===== src/ocp_defines.svh =====
// Register indices, field positions and reset values of the compare channel pair
`ifndef OCP_DEFINES_SVH
`define OCP_DEFINES_SVH

// Register indices; byte address on the bus is four times the index
`define OCP_IDX_CH1_SEC   10'h180
`define OCP_IDX_CH1_PRI   10'h182
`define OCP_IDX_CH1_CTRL  10'h184
`define OCP_IDX_CH2_SEC   10'h186
`define OCP_IDX_CH2_PRI   10'h188
`define OCP_IDX_CH2_CTRL  10'h18A

// Control register fields
`define OCP_CTRL_MODE_LSB   0
`define OCP_CTRL_MODE_MSB   2
`define OCP_CTRL_TSEL_BIT   3
`define OCP_CTRL_FLT_BIT    4
`define OCP_CTRL_SIDL_BIT   13
`define OCP_CTRL_FRZ_BIT    14

// Reset values
`define OCP_RST_SEC   16'h0000
`define OCP_RST_PRI   16'h0000
`define OCP_RST_MODE  3'h0

`endif


===== src/ocp_pkg.sv =====
// Types shared by the compare channel pair
`default_nettype none

package ocp_pkg;

   typedef enum logic [2:0] {
      OCP_OFF     = 3'h0,
      OCP_LOW     = 3'h1,
      OCP_HIGH    = 3'h2,
      OCP_TOGGLE  = 3'h3,
      OCP_SINGLE  = 3'h4,
      OCP_CONT    = 3'h5,
      OCP_PWM     = 3'h6,
      OCP_PWM_FLT = 3'h7
   } ocp_mode_t;

   typedef enum logic [1:0] {
      OCP_K_SEC  = 2'h0,
      OCP_K_PRI  = 2'h1,
      OCP_K_CTRL = 2'h2
   } ocp_kind_t;

   // One external timebase as seen by the channels
   typedef struct packed {
      logic [15:0] count;
      logic [15:0] period;
      logic        run;
      logic        idle_stop;
      logic        tick;
   } ocp_tb_t;

   typedef struct packed {
      logic      hit;
      logic      ch;
      ocp_kind_t kind;
   } ocp_dec_t;

endpackage

`default_nettype wire


===== src/ocp_channel_pair.sv =====
// Two output compare / PWM channels with an Avalon-MM register slave
`timescale 1ns/1ps
`default_nettype none
`include "ocp_defines.svh"

module ocp_channel_pair
   import ocp_pkg::*;
(
   input  wire logic        MCLK,
   input  wire logic        SYS_RST,
   input  wire logic [11:0] AVS_ADDRESS,
   input  wire logic        AVS_READ,
   input  wire logic        AVS_WRITE,
   input  wire logic [31:0] AVS_WRITEDATA,
   input  wire logic [3:0]  AVS_BYTEENABLE,
   output logic      [31:0] AVS_READDATA,
   output logic             AVS_WAITREQUEST,
   input  wire ocp_tb_t     TB1,
   input  wire ocp_tb_t     TB2,
   input  wire logic        CPU_SLEEP,
   input  wire logic        CPU_IDLE,
   input  wire logic        DEBUG_HALT,
   input  wire logic [1:0]  FAULT_IN_N,
   output logic      [1:0]  CMP_OUT,
   output logic      [1:0]  CMP_OE,
   output logic      [1:0]  CMP_EVENT,
   output logic      [1:0]  TB_EVENT
);

   function automatic ocp_dec_t decode(input logic [9:0] idx);
      ocp_dec_t d;
      d = '0;
      case (idx)
         `OCP_IDX_CH1_SEC: begin
            d = '{hit: 1'b1, ch: 1'b0, kind: OCP_K_SEC};
         end
         `OCP_IDX_CH1_PRI: begin
            d = '{hit: 1'b1, ch: 1'b0, kind: OCP_K_PRI};
         end
         `OCP_IDX_CH1_CTRL: begin
            d = '{hit: 1'b1, ch: 1'b0, kind: OCP_K_CTRL};
         end
         `OCP_IDX_CH2_SEC: begin
            d = '{hit: 1'b1, ch: 1'b1, kind: OCP_K_SEC};
         end
         `OCP_IDX_CH2_PRI: begin
            d = '{hit: 1'b1, ch: 1'b1, kind: OCP_K_PRI};
         end
         `OCP_IDX_CH2_CTRL: begin
            d = '{hit: 1'b1, ch: 1'b1, kind: OCP_K_CTRL};
         end
         default: begin
            d = '0;
         end
      endcase
      return d;
   endfunction

   function automatic logic [15:0] merge16(input logic [15:0] old,
                                           input logic [31:0] wd,
                                           input logic [3:0]  be);
      return {be[1] ? wd[15:8] : old[15:8], be[0] ? wd[7:0] : old[7:0]};
   endfunction

   function automatic logic is_pwm(input ocp_mode_t m);
      return (m == OCP_PWM) || (m == OCP_PWM_FLT);
   endfunction

   logic      [15:0] sec_reg   [2];
   logic      [15:0] pri_reg   [2];
   ocp_mode_t        mode_reg  [2];
   logic      [1:0]  tsel_reg;
   logic      [1:0]  sidl_reg;
   logic      [1:0]  frz_reg;
   logic      [1:0]  fault_reg;
   logic      [1:0]  armed_reg;

   ocp_dec_t         dec;
   logic             wr_go;
   logic             rd_first;
   logic      [15:0] rd_word;

   ocp_tb_t          tb        [2];
   logic      [1:0]  act;
   logic      [1:0]  m_pri;
   logic      [1:0]  m_sec;
   logic      [1:0]  wrap;
   logic      [1:0]  ctrl_wr;
   logic      [1:0]  cmp_ev_next;
   logic      [1:0]  tb_ev_next;

   assign dec      = decode(AVS_ADDRESS[11:2]);
   assign wr_go    = AVS_WRITE && !AVS_WAITREQUEST;
   assign rd_first = AVS_READ && AVS_WAITREQUEST;

   // Bus handshake: one wait cycle, then completion
   always_ff @(posedge MCLK or posedge SYS_RST) begin
      if (SYS_RST) begin
         AVS_WAITREQUEST <= 1'b1;
      end else if ((AVS_READ || AVS_WRITE) && AVS_WAITREQUEST) begin
         AVS_WAITREQUEST <= 1'b0;
      end else begin
         AVS_WAITREQUEST <= 1'b1;
      end
   end

   always_comb begin
      rd_word = 16'h0000;
      if (dec.hit) begin
         case (dec.kind)
            OCP_K_SEC: begin
               rd_word = sec_reg[dec.ch];
            end
            OCP_K_PRI: begin
               rd_word = pri_reg[dec.ch];
            end
            OCP_K_CTRL: begin
               rd_word[`OCP_CTRL_MODE_MSB:`OCP_CTRL_MODE_LSB] = mode_reg[dec.ch];
               rd_word[`OCP_CTRL_TSEL_BIT] = tsel_reg[dec.ch];
               rd_word[`OCP_CTRL_FLT_BIT]  = fault_reg[dec.ch];
               rd_word[`OCP_CTRL_SIDL_BIT] = sidl_reg[dec.ch];
               rd_word[`OCP_CTRL_FRZ_BIT]  = frz_reg[dec.ch];
            end
            default: begin
               rd_word = 16'h0000;
            end
         endcase
      end
   end

   always_ff @(posedge MCLK or posedge SYS_RST) begin
      if (SYS_RST) begin
         AVS_READDATA <= 32'h0000_0000;
      end else if (rd_first) begin
         AVS_READDATA <= {16'h0000, rd_word};
      end
   end

   // Per-channel view of the selected timebase and match decoding
   always_comb begin
      for (int c = 0; c < 2; c++) begin
         tb[c]      = tsel_reg[c] ? TB2 : TB1;
         // Sleep and debug freeze stop the channel; idle only when allowed
         act[c]     = (mode_reg[c] != OCP_OFF) && !CPU_SLEEP
                      && !(DEBUG_HALT && frz_reg[c])
                      && !(CPU_IDLE && (sidl_reg[c] || !tb[c].run
                                        || tb[c].idle_stop));
         m_pri[c]   = act[c] && tb[c].tick && (tb[c].count == pri_reg[c]);
         m_sec[c]   = act[c] && tb[c].tick && (tb[c].count == sec_reg[c]);
         // Count just cleared after reaching the period value
         wrap[c]    = act[c] && tb[c].tick && (tb[c].count == 16'h0000);
         ctrl_wr[c] = wr_go && dec.hit && (dec.kind == OCP_K_CTRL)
                      && (dec.ch == 1'(c)) && AVS_BYTEENABLE[0];
      end
   end

   // Compare and timebase event pulses
   always_comb begin
      cmp_ev_next = 2'b00;
      tb_ev_next  = 2'b00;
      for (int c = 0; c < 2; c++) begin
         case (mode_reg[c])
            OCP_LOW, OCP_HIGH, OCP_TOGGLE: begin
               cmp_ev_next[c] = m_pri[c];
            end
            OCP_SINGLE: begin
               cmp_ev_next[c] = armed_reg[c] && (m_pri[c] || m_sec[c]);
            end
            OCP_CONT: begin
               cmp_ev_next[c] = m_pri[c] || m_sec[c];
            end
            OCP_PWM, OCP_PWM_FLT: begin
               if (wrap[c]) begin
                  tb_ev_next[tsel_reg[c]] = 1'b1;
               end
            end
            default: begin
               cmp_ev_next[c] = 1'b0;
            end
         endcase
      end
   end

   always_ff @(posedge MCLK or posedge SYS_RST) begin
      if (SYS_RST) begin
         CMP_EVENT <= 2'b00;
         TB_EVENT  <= 2'b00;
      end else begin
         CMP_EVENT <= cmp_ev_next;
         TB_EVENT  <= tb_ev_next;
      end
   end

   // Software-visible configuration
   always_ff @(posedge MCLK or posedge SYS_RST) begin
      if (SYS_RST) begin
         for (int c = 0; c < 2; c++) begin
            sec_reg[c]  <= `OCP_RST_SEC;
            mode_reg[c] <= ocp_mode_t'(`OCP_RST_MODE);
         end
         tsel_reg <= 2'b00;
         sidl_reg <= 2'b00;
         frz_reg  <= 2'b00;
      end else if (wr_go && dec.hit) begin
         case (dec.kind)
            OCP_K_SEC: begin
               sec_reg[dec.ch] <= merge16(sec_reg[dec.ch], AVS_WRITEDATA, AVS_BYTEENABLE);
            end
            OCP_K_CTRL: begin
               if (AVS_BYTEENABLE[0]) begin
                  mode_reg[dec.ch] <= ocp_mode_t'(
                     AVS_WRITEDATA[`OCP_CTRL_MODE_MSB:`OCP_CTRL_MODE_LSB]);
                  tsel_reg[dec.ch] <= AVS_WRITEDATA[`OCP_CTRL_TSEL_BIT];
               end
               if (AVS_BYTEENABLE[1]) begin
                  sidl_reg[dec.ch] <= AVS_WRITEDATA[`OCP_CTRL_SIDL_BIT];
                  frz_reg[dec.ch]  <= AVS_WRITEDATA[`OCP_CTRL_FRZ_BIT];
               end
            end
            default: begin
            end
         endcase
      end
   end

   // Primary compare: software value, or active duty latch in PWM
   always_ff @(posedge MCLK or posedge SYS_RST) begin
      if (SYS_RST) begin
         for (int c = 0; c < 2; c++) begin
            pri_reg[c] <= `OCP_RST_PRI;
         end
      end else begin
         for (int c = 0; c < 2; c++) begin
            if (is_pwm(mode_reg[c])) begin
               if (wrap[c]) begin
                  pri_reg[c] <= sec_reg[c];
               end
            end else if (wr_go && dec.hit && dec.kind == OCP_K_PRI
                         && dec.ch == 1'(c)) begin
               pri_reg[c] <= merge16(pri_reg[c], AVS_WRITEDATA, AVS_BYTEENABLE);
            end
         end
      end
   end

   // Single pulse arming; a write of mode 100 rearms
   always_ff @(posedge MCLK or posedge SYS_RST) begin
      if (SYS_RST) begin
         armed_reg <= 2'b00;
      end else begin
         for (int c = 0; c < 2; c++) begin
            if (ctrl_wr[c] && AVS_WRITEDATA[`OCP_CTRL_MODE_MSB:`OCP_CTRL_MODE_LSB]
                == OCP_SINGLE) begin
               armed_reg[c] <= 1'b1;
            end else if (mode_reg[c] == OCP_SINGLE && m_sec[c]) begin
               armed_reg[c] <= 1'b0;
            end
         end
      end
   end

   // Fault latch; a new fault wins over the clearing write
   always_ff @(posedge MCLK or posedge SYS_RST) begin
      if (SYS_RST) begin
         fault_reg <= 2'b00;
      end else begin
         for (int c = 0; c < 2; c++) begin
            if (mode_reg[c] == OCP_PWM_FLT && !FAULT_IN_N[c]) begin
               fault_reg[c] <= 1'b1;
            end else if (ctrl_wr[c] && FAULT_IN_N[c]
                         && AVS_WRITEDATA[`OCP_CTRL_MODE_MSB]
                         && AVS_WRITEDATA[`OCP_CTRL_MODE_MSB - 1]) begin
               fault_reg[c] <= 1'b0;
            end
         end
      end
   end

   // Output enable drops while a fault is latched
   always_ff @(posedge MCLK or posedge SYS_RST) begin
      if (SYS_RST) begin
         CMP_OE <= 2'b11;
      end else begin
         for (int c = 0; c < 2; c++) begin
            if (mode_reg[c] == OCP_PWM_FLT && !FAULT_IN_N[c]) begin
               CMP_OE[c] <= 1'b0;
            end else if (fault_reg[c] && !(ctrl_wr[c] && FAULT_IN_N[c]
                         && AVS_WRITEDATA[`OCP_CTRL_MODE_MSB]
                         && AVS_WRITEDATA[`OCP_CTRL_MODE_MSB - 1])) begin
               CMP_OE[c] <= 1'b0;
            end else begin
               CMP_OE[c] <= 1'b1;
            end
         end
      end
   end

   // Pin level; an inactive channel simply holds its level
   always_ff @(posedge MCLK or posedge SYS_RST) begin
      if (SYS_RST) begin
         CMP_OUT <= 2'b00;
      end else begin
         for (int c = 0; c < 2; c++) begin
            case (mode_reg[c])
               OCP_LOW: begin
                  if (m_pri[c]) begin
                     CMP_OUT[c] <= 1'b0;
                  end
               end
               OCP_HIGH: begin
                  if (m_pri[c]) begin
                     CMP_OUT[c] <= 1'b1;
                  end
               end
               OCP_TOGGLE: begin
                  if (m_pri[c]) begin
                     CMP_OUT[c] <= !CMP_OUT[c];
                  end
               end
               OCP_SINGLE: begin
                  if (armed_reg[c] && m_sec[c]) begin
                     CMP_OUT[c] <= 1'b0;
                  end else if (armed_reg[c] && m_pri[c]) begin
                     CMP_OUT[c] <= 1'b1;
                  end
               end
               OCP_CONT: begin
                  if (m_sec[c]) begin
                     CMP_OUT[c] <= 1'b0;
                  end else if (m_pri[c]) begin
                     CMP_OUT[c] <= 1'b1;
                  end
               end
               OCP_PWM, OCP_PWM_FLT: begin
                  if (wrap[c]) begin
                     CMP_OUT[c] <= (sec_reg[c] != 16'h0000);
                  end else if (m_pri[c] && pri_reg[c] != 16'h0000) begin
                     // Duty beyond the period never matches, so the pin stays high
                     CMP_OUT[c] <= 1'b0;
                  end
               end
               default: begin
                  CMP_OUT[c] <= CMP_OUT[c];
               end
            endcase
         end
      end
   end

endmodule

`default_nettype wire


===== config.mk =====
export PLATFORM = sky130hd
export DESIGN_NAME = ocp_channel_pair
export DESIGN_NICKNAME = d
export VERILOG_FILES = /design/src/ocp_pkg.sv /design/src/ocp_channel_pair.sv
export VERILOG_INCLUDE_DIRS = /design/src
export SDC_FILE = /design/constraint.sdc
export NUM_CORES = 1
export LEC_CHECK = 0
export ABC_CLOCK_PERIOD_IN_PS = 3600
export BUFFER_PORTS_ARGS = -buffer_cell sky130_fd_sc_hd__buf_2
export CELL_PAD_IN_SITES_DETAIL_PLACEMENT = 1
export CELL_PAD_IN_SITES_GLOBAL_PLACEMENT = 1
export CORE_ASPECT_RATIO = 1.1
export CORE_MARGIN = 4
export CORE_UTILIZATION = 35
export CTS_BUF_LIST = sky130_fd_sc_hd__clkbuf_8
export DETAILED_ROUTE_END_ITERATION = 7
export HOLD_SLACK_MARGIN = 0.02
export MAX_ROUTING_LAYER = met4
export PLACE_DENSITY = 0.73
export SYNTH_ARGS = -nofsm -noshare
export SYNTH_HDL_FRONTEND = slang
export SYNTH_SLANG_ARGS = --single-unit
export TNS_END_PERCENT = 50

===== constraint.sdc =====
create_clock -name MCLK -period 3.6 [get_ports MCLK]
set_input_delay 0 -clock MCLK [delete_from_list [all_inputs] [get_ports MCLK]]
set_output_delay 0 -clock MCLK [all_outputs]
set_load 0.05 [all_outputs]

**Word-level counts from Yosys, hierarchy flattened**

Cells that the tools add are included.

- Bits in registers: 105
- Input bits: 127
- Output and inout bits: 41
- Logic and storage cells: 270

- Magnitude comparators: 8
- Equality and inequality tests: 37
- Mux-type cells: 87
- Bitwise operators: 3
- Reduce and logical (&&, ||, !) cells: 113

Operators by type and width:

| operator | number |
|---|---|
| 16-bit two-way mux | 14 |
| 35-bit two-way mux | 2 |
| 16-bit == test | 4 |
| 16-bit nonzero test | 4 |
| 10-bit by 9-bit == test with 1-bit output (second input constant) | 6 |
| 1-bit logical AND | 56 |
| 1-bit two-way mux | 40 |
| 32-bit bitwise mux | 1 |
| 16-bit logical NOT | 2 |
| 8-bit two-way mux | 4 |
| 3-bit == test (second input constant) | 9 |
| 4-bit case mux with 6 select lines | 1 |
| 2-bit nonzero test | 10 |
| 3-bit AND reduction | 6 |
| 16-bit demux with 1-bit select | 1 |
| 8-bit case mux with 2 select lines | 1 |
| 5-bit case mux with 3 select lines | 1 |
| 1-bit logical NOT | 14 |
| 3-bit by 2-bit == test with 1-bit output (second input constant) | 4 |
| 3-bit two-way mux | 4 |
| 2-bit != test (second input constant) | 6 |
| 1-bit case mux with 6 select lines | 2 |
| 6-bit nonzero test | 2 |
| 5-bit AND reduction | 2 |
| 26 further kinds | 52 |

**Logic depth before layout (Yosys ltp)**

- Depth in word-level cells: 14
- Mapped depth: 12
- Mapped depth without buffers: 8

**Worst setup path before layout**

OpenSTA, ideal clock, no wires.

- Kind: register -> register
- Start point: register tsel_reg[1]
- End point: register pri_reg[8] in the netlist's numbering
- Library setup time: 0.073 ns
- Data arrival time: 2.181 ns
- Required time: 3.527 ns
- Setup slack: 1.346 ns
- Cell stages (with the launch flop): 12
- Buffers on the path: 3
- Clock period less this slack: 2.254 ns
- Cell sequence: dfrtp_1 -> buf_6 -> buf_12 -> or4_1 -> nor3_2 -> a21oi_1 -> nor4_2 -> nand2_1 -> o41ai_4 -> buf_6 -> nor2_1 -> a21oi_2

- Word-level cells in the longest chain between the ends: 11
- Elaborated cells between the ends (all ways): 12
- Classes of those cells: 1 x eq/ne; 1 x mux; 10 x reduce/logical

RTL lines:

| item | line | source |
|---|---|---|
| start, declared | ocp_channel_pair.sv:72 | `logic [1:0] tsel_reg;` |
| start signal, assigned by index | ocp_channel_pair.sv:213 | `` tsel_reg[dec.ch] <= AVS_WRITEDATA[`OCP_CTRL_TSEL_BIT]; `` |
| 35-bit two-way mux (*) | ocp_channel_pair.sv:142 | `tb[c] = tsel_reg[c] ? TB2 : TB1;` |
| 1-bit logical NOT | ocp_channel_pair.sv:146 | `&& !(CPU_IDLE && (sidl_reg[c] \|\| !tb[c].run` |
| 1-bit logical OR | ocp_channel_pair.sv:146 |  |
| 1-bit logical OR | ocp_channel_pair.sv:147 | `\|\| tb[c].idle_stop));` |
| 1-bit logical AND | ocp_channel_pair.sv:146 |  |
| 1-bit logical NOT | ocp_channel_pair.sv:146 |  |
| 1-bit logical AND | ocp_channel_pair.sv:146 |  |
| 1-bit logical AND | ocp_channel_pair.sv:151 | `wrap[c] = act[c] && tb[c].tick && (tb[c].count == 16'h0000);` |
| 1-bit logical AND (*) | ocp_channel_pair.sv:151 |  |
| 2-bit != test (no source line) (*) | n/a |  |
| 3-bit AND reduction (no source line) (*) | n/a |  |
| end signal, assigned by index | ocp_channel_pair.sv:230 | `` pri_reg[c] <= `OCP_RST_PRI; `` |
| end signal, assigned by index | ocp_channel_pair.sv:236 | `pri_reg[c] <= sec_reg[c];` |
| end signal, assigned by index | ocp_channel_pair.sv:240 | `pri_reg[c] <= merge16(pri_reg[c], AVS_WRITEDATA, AVS_BYTEENABLE);` |
| end, declared | ocp_channel_pair.sv:70 | `logic [15:0] pri_reg [2];` |

Mark *: on every way between the ends. The rest lies on a longest branch, timed or not.
A chain may end at the register's enable or synchronous reset.

**Final worst setup path**

- Start point: register tsel_reg[0]
- End point: register pri_reg[26] in the netlist's numbering

The elaborated chain is that of the path after synthesis.

==> run metrics <==
CTS Buf Count=9; Arr. time, crit path=3.26 ns; Hold Crit Class=in2async; DR DRC count=0; Startpoint Class=flip-flop; pre-CTS setup slack=0.635 ns; FF-to-FF End=pri_reg[26]; CP max stage delay=0.79 ns; fin area=8060 um2; hold slack=0.173 ns; layout cells sized above 1=0.244; period utilization=0.830; I/O Buffers=99; TritonCTS clock tree=done; Pwr Density=283 nW/um2; sw frac=0.304; Max Freq=335 MHz; Mapped Area=6940 um2; placed instance count=1041; grt ovf=0; Die Height=156 um; crit path capture type=flip-flop; sequential power share=0.526; max-slew violations=0; # diodes=0; Final Critical Period=2.99 ns; Via density=5.67; P_leak=3.98 nW; maxcap violations=0; 1st-pass router iterations=6; commonest non-fill, non-tap cell in the layout=dfrtp_1; Mean Syn Cell Area=9.69 um2; post-synthesis sequential area ratio=0.379; R2R depth=8; CTS Sinks=105; clk slew on worst S/H paths=0.12 ns; sw power=0.000693 W; R2R Setup Slk=0.61 ns; non-filler cells, final=1082; full die area=22100 um2; DRT iter0 DRCs=428; filler cell count=2259; Slew HR=0.302; most frequent cells in the layout=dfrtp_1 (102), buf_2 (99), mux2i_1 (80); WL final=24800 um; Post-CTS Setup Bufs=0; Async SR Flop Fraction=1.00; synth warn=0; synth unique cells=63; final worst setup slack=0.612 ns; P_int=0.00159 W; first-pass GRT wire length=38400 um; Clock power frac=0.332; Gate Count Post-Synth=716; RSZ-0062 raised after global routing=false; core box area=19300 um2; vias in the first global route=6498; Critical Path Slowest Stage Cell=dfrtp_1; Synth-to-Final Area Change=16.1%; Post-Place Cell Area=7610 um2; # H-tree levels=3; Max clock buf depth=2; FF-to-FF Start=tsel_reg[0]; crit-path max FO=16; pin count of the biggest net entering global routing=41; count of final hold-check violations=0; setup_tns=0 ns; required time of the worst setup path=3.87 ns; critical path's most frequent cell=o21ai_1; Starting Density=0.360; worst clock skew=0.0232 ns; part of the power in combinational logic=0.142; Post-synth EDFFs=0; Peak VDD IR=0.204 mV; DR WL/cell=22.9 um; num ports=168; Vias=6138; initial antenna violation count=0; post-route ant nets=0; clock latency at the later pin of the worst-skew pair=0.41 ns; Finish-stage setup viols=0; Yosys reg bits=105; Synth Flop Type=dfrtp_1; WS Path Type=reg2reg; Nets=957; CP cell instances=inv_1 -> a211oi_1 -> o21ai_1 -> nor4_1 -> and2b_1 -> a41oi_2 -> nand2_1 -> o21ai_1; gr usage total=0.233; post-CTS resize count=0; root buf cell=clkbuf_8; Post-DP HPWL=19300 um; Rows=53; status=completed; Die Wd=142 um; Worst-Margin Slew=1.04 ns; RD Place Congestion=0.981
per-layer routing:
metal,up-vias,part of all wire,routed length (um),GRT usage
met3,38,0.047,1160,0.0325
met4,0,0.023,582,0.0686
met2,172,0.50,12300,0.388
li1,2786,-,-,-
met1,3142,0.43,10700,0.294
met5,-,0,0,-
power by group through the flow:
stage	registers (W)	clock network (W)	logic (W)
final	0.00120	0.000757	0.000324
after global routing	0.00120	0.000828	0.000350
after CTS	0.00120	0.000770	0.000322
after detailed placement	0.00122	0	0.000302
after global placement	0.00122	0	0.000297
after floorplan	0.00122	0	0.000183
kinds of logic (layout without fill, tap and decap cells):
family / after synthesis / after routing / synth area share
multiplexers: 128 / 128 / 0.197
flip-flops: 105 / 105 / 0.379
AO/OA/AOI/OAI: 147 / 147 / 0.140
buffers and inverters: 63 / 167 / 0.0543
XOR/XNOR: 65 / 65 / 0.0820
other: 1 / 16 / 0.000540
AND/OR/NAND/NOR: 207 / 207 / 0.148
layout make-up:
class                           instances  area, um2  share of cell area
Clock buffer                           10        138              0.0171
Clock inverter                          6       56.3             0.00699
Inverter                               12       47.5             0.00590
Multi-Input combinational cell        563       3990               0.495
Sequential cell                       105       2630               0.327
Tap cell                              247        309              0.0384
Timing Repair Buffer                  139        883               0.110
worst max-delay path: cells and delay by family (launching register included):
| kind | cells | cell delay, ns |
|---|---|---|
| AOI/OAI and AO/OA | 4 | 0.81 |
| DFF | 1 | 0.79 |
| and+or+nand+nor | 3 | 0.92 |
| buffers and inverters | 1 | 0.32 |
cells in the mapped netlist, types with 10 or more instances:
| master | number | area share |
|---|---|---|
| a21oi_1 | 55 | 0.040 |
| inv_1 | 11 | 0.0060 |
| mux2_2 | 37 | 0.060 |
| nor4_1 | 29 | 0.026 |
| buf_4 | 17 | 0.018 |
| xor2_1 | 16 | 0.020 |
| o21ai_0 | 18 | 0.013 |
| nand2_1 | 77 | 0.042 |
| mux2i_1 | 80 | 0.12 |
| xnor2_1 | 49 | 0.062 |
| clkbuf_1 | 16 | 0.0087 |
| dfrtp_1 | 102 | 0.37 |
| o21ai_1 | 17 | 0.012 |
| buf_2 | 10 | 0.0072 |
| o22ai_1 | 15 | 0.014 |
| nor2_1 | 41 | 0.022 |
| a22o_1 | 10 | 0.013 |
| nor3_1 | 15 | 0.011 |
worst max path at each step:
| stage | from | end | slack [ns] | depth (start not counted) |
|---|---|---|---|---|
| 2_1_floorplan | SYS_RST | AVS_READDATA[0] | 0.84 | 1 |
| 3_3_place_gp | tsel_reg[0] | CMP_OUT[0] | 0.71 | 9 |
| 3_5_place_dp | tsel_reg[0] | pri_reg[26] | 0.63 | 8 |
| 4_1_cts | tsel_reg[0] | CMP_OUT[0] | 0.63 | 9 |
| 5_1_grt | tsel_reg[0] | CMP_OUT[0] | 0.36 | 9 |
| 6_report | tsel_reg[0] | pri_reg[26] | 0.61 | 8 |
per-stage QoR:
| stage | util | total power [W] |
|---|---|---|
| after floorplan | - | 0.00141 |
| after global placement | 0.394 | 0.00152 |
| after detailed placement | 0.394 | 0.00152 |
| after CTS | 0.417 | 0.00229 |
| after global routing | 0.417 | 0.00238 |
| final | 0.417 | 0.00228 |
what timing repair did:
action,in CTS,in global routing
setup endpoints to repair,0,0
endpoints found under the hold margin,94,0
hold buffers,25,0
No activity file was read; power rests on OpenSTA's default activity.
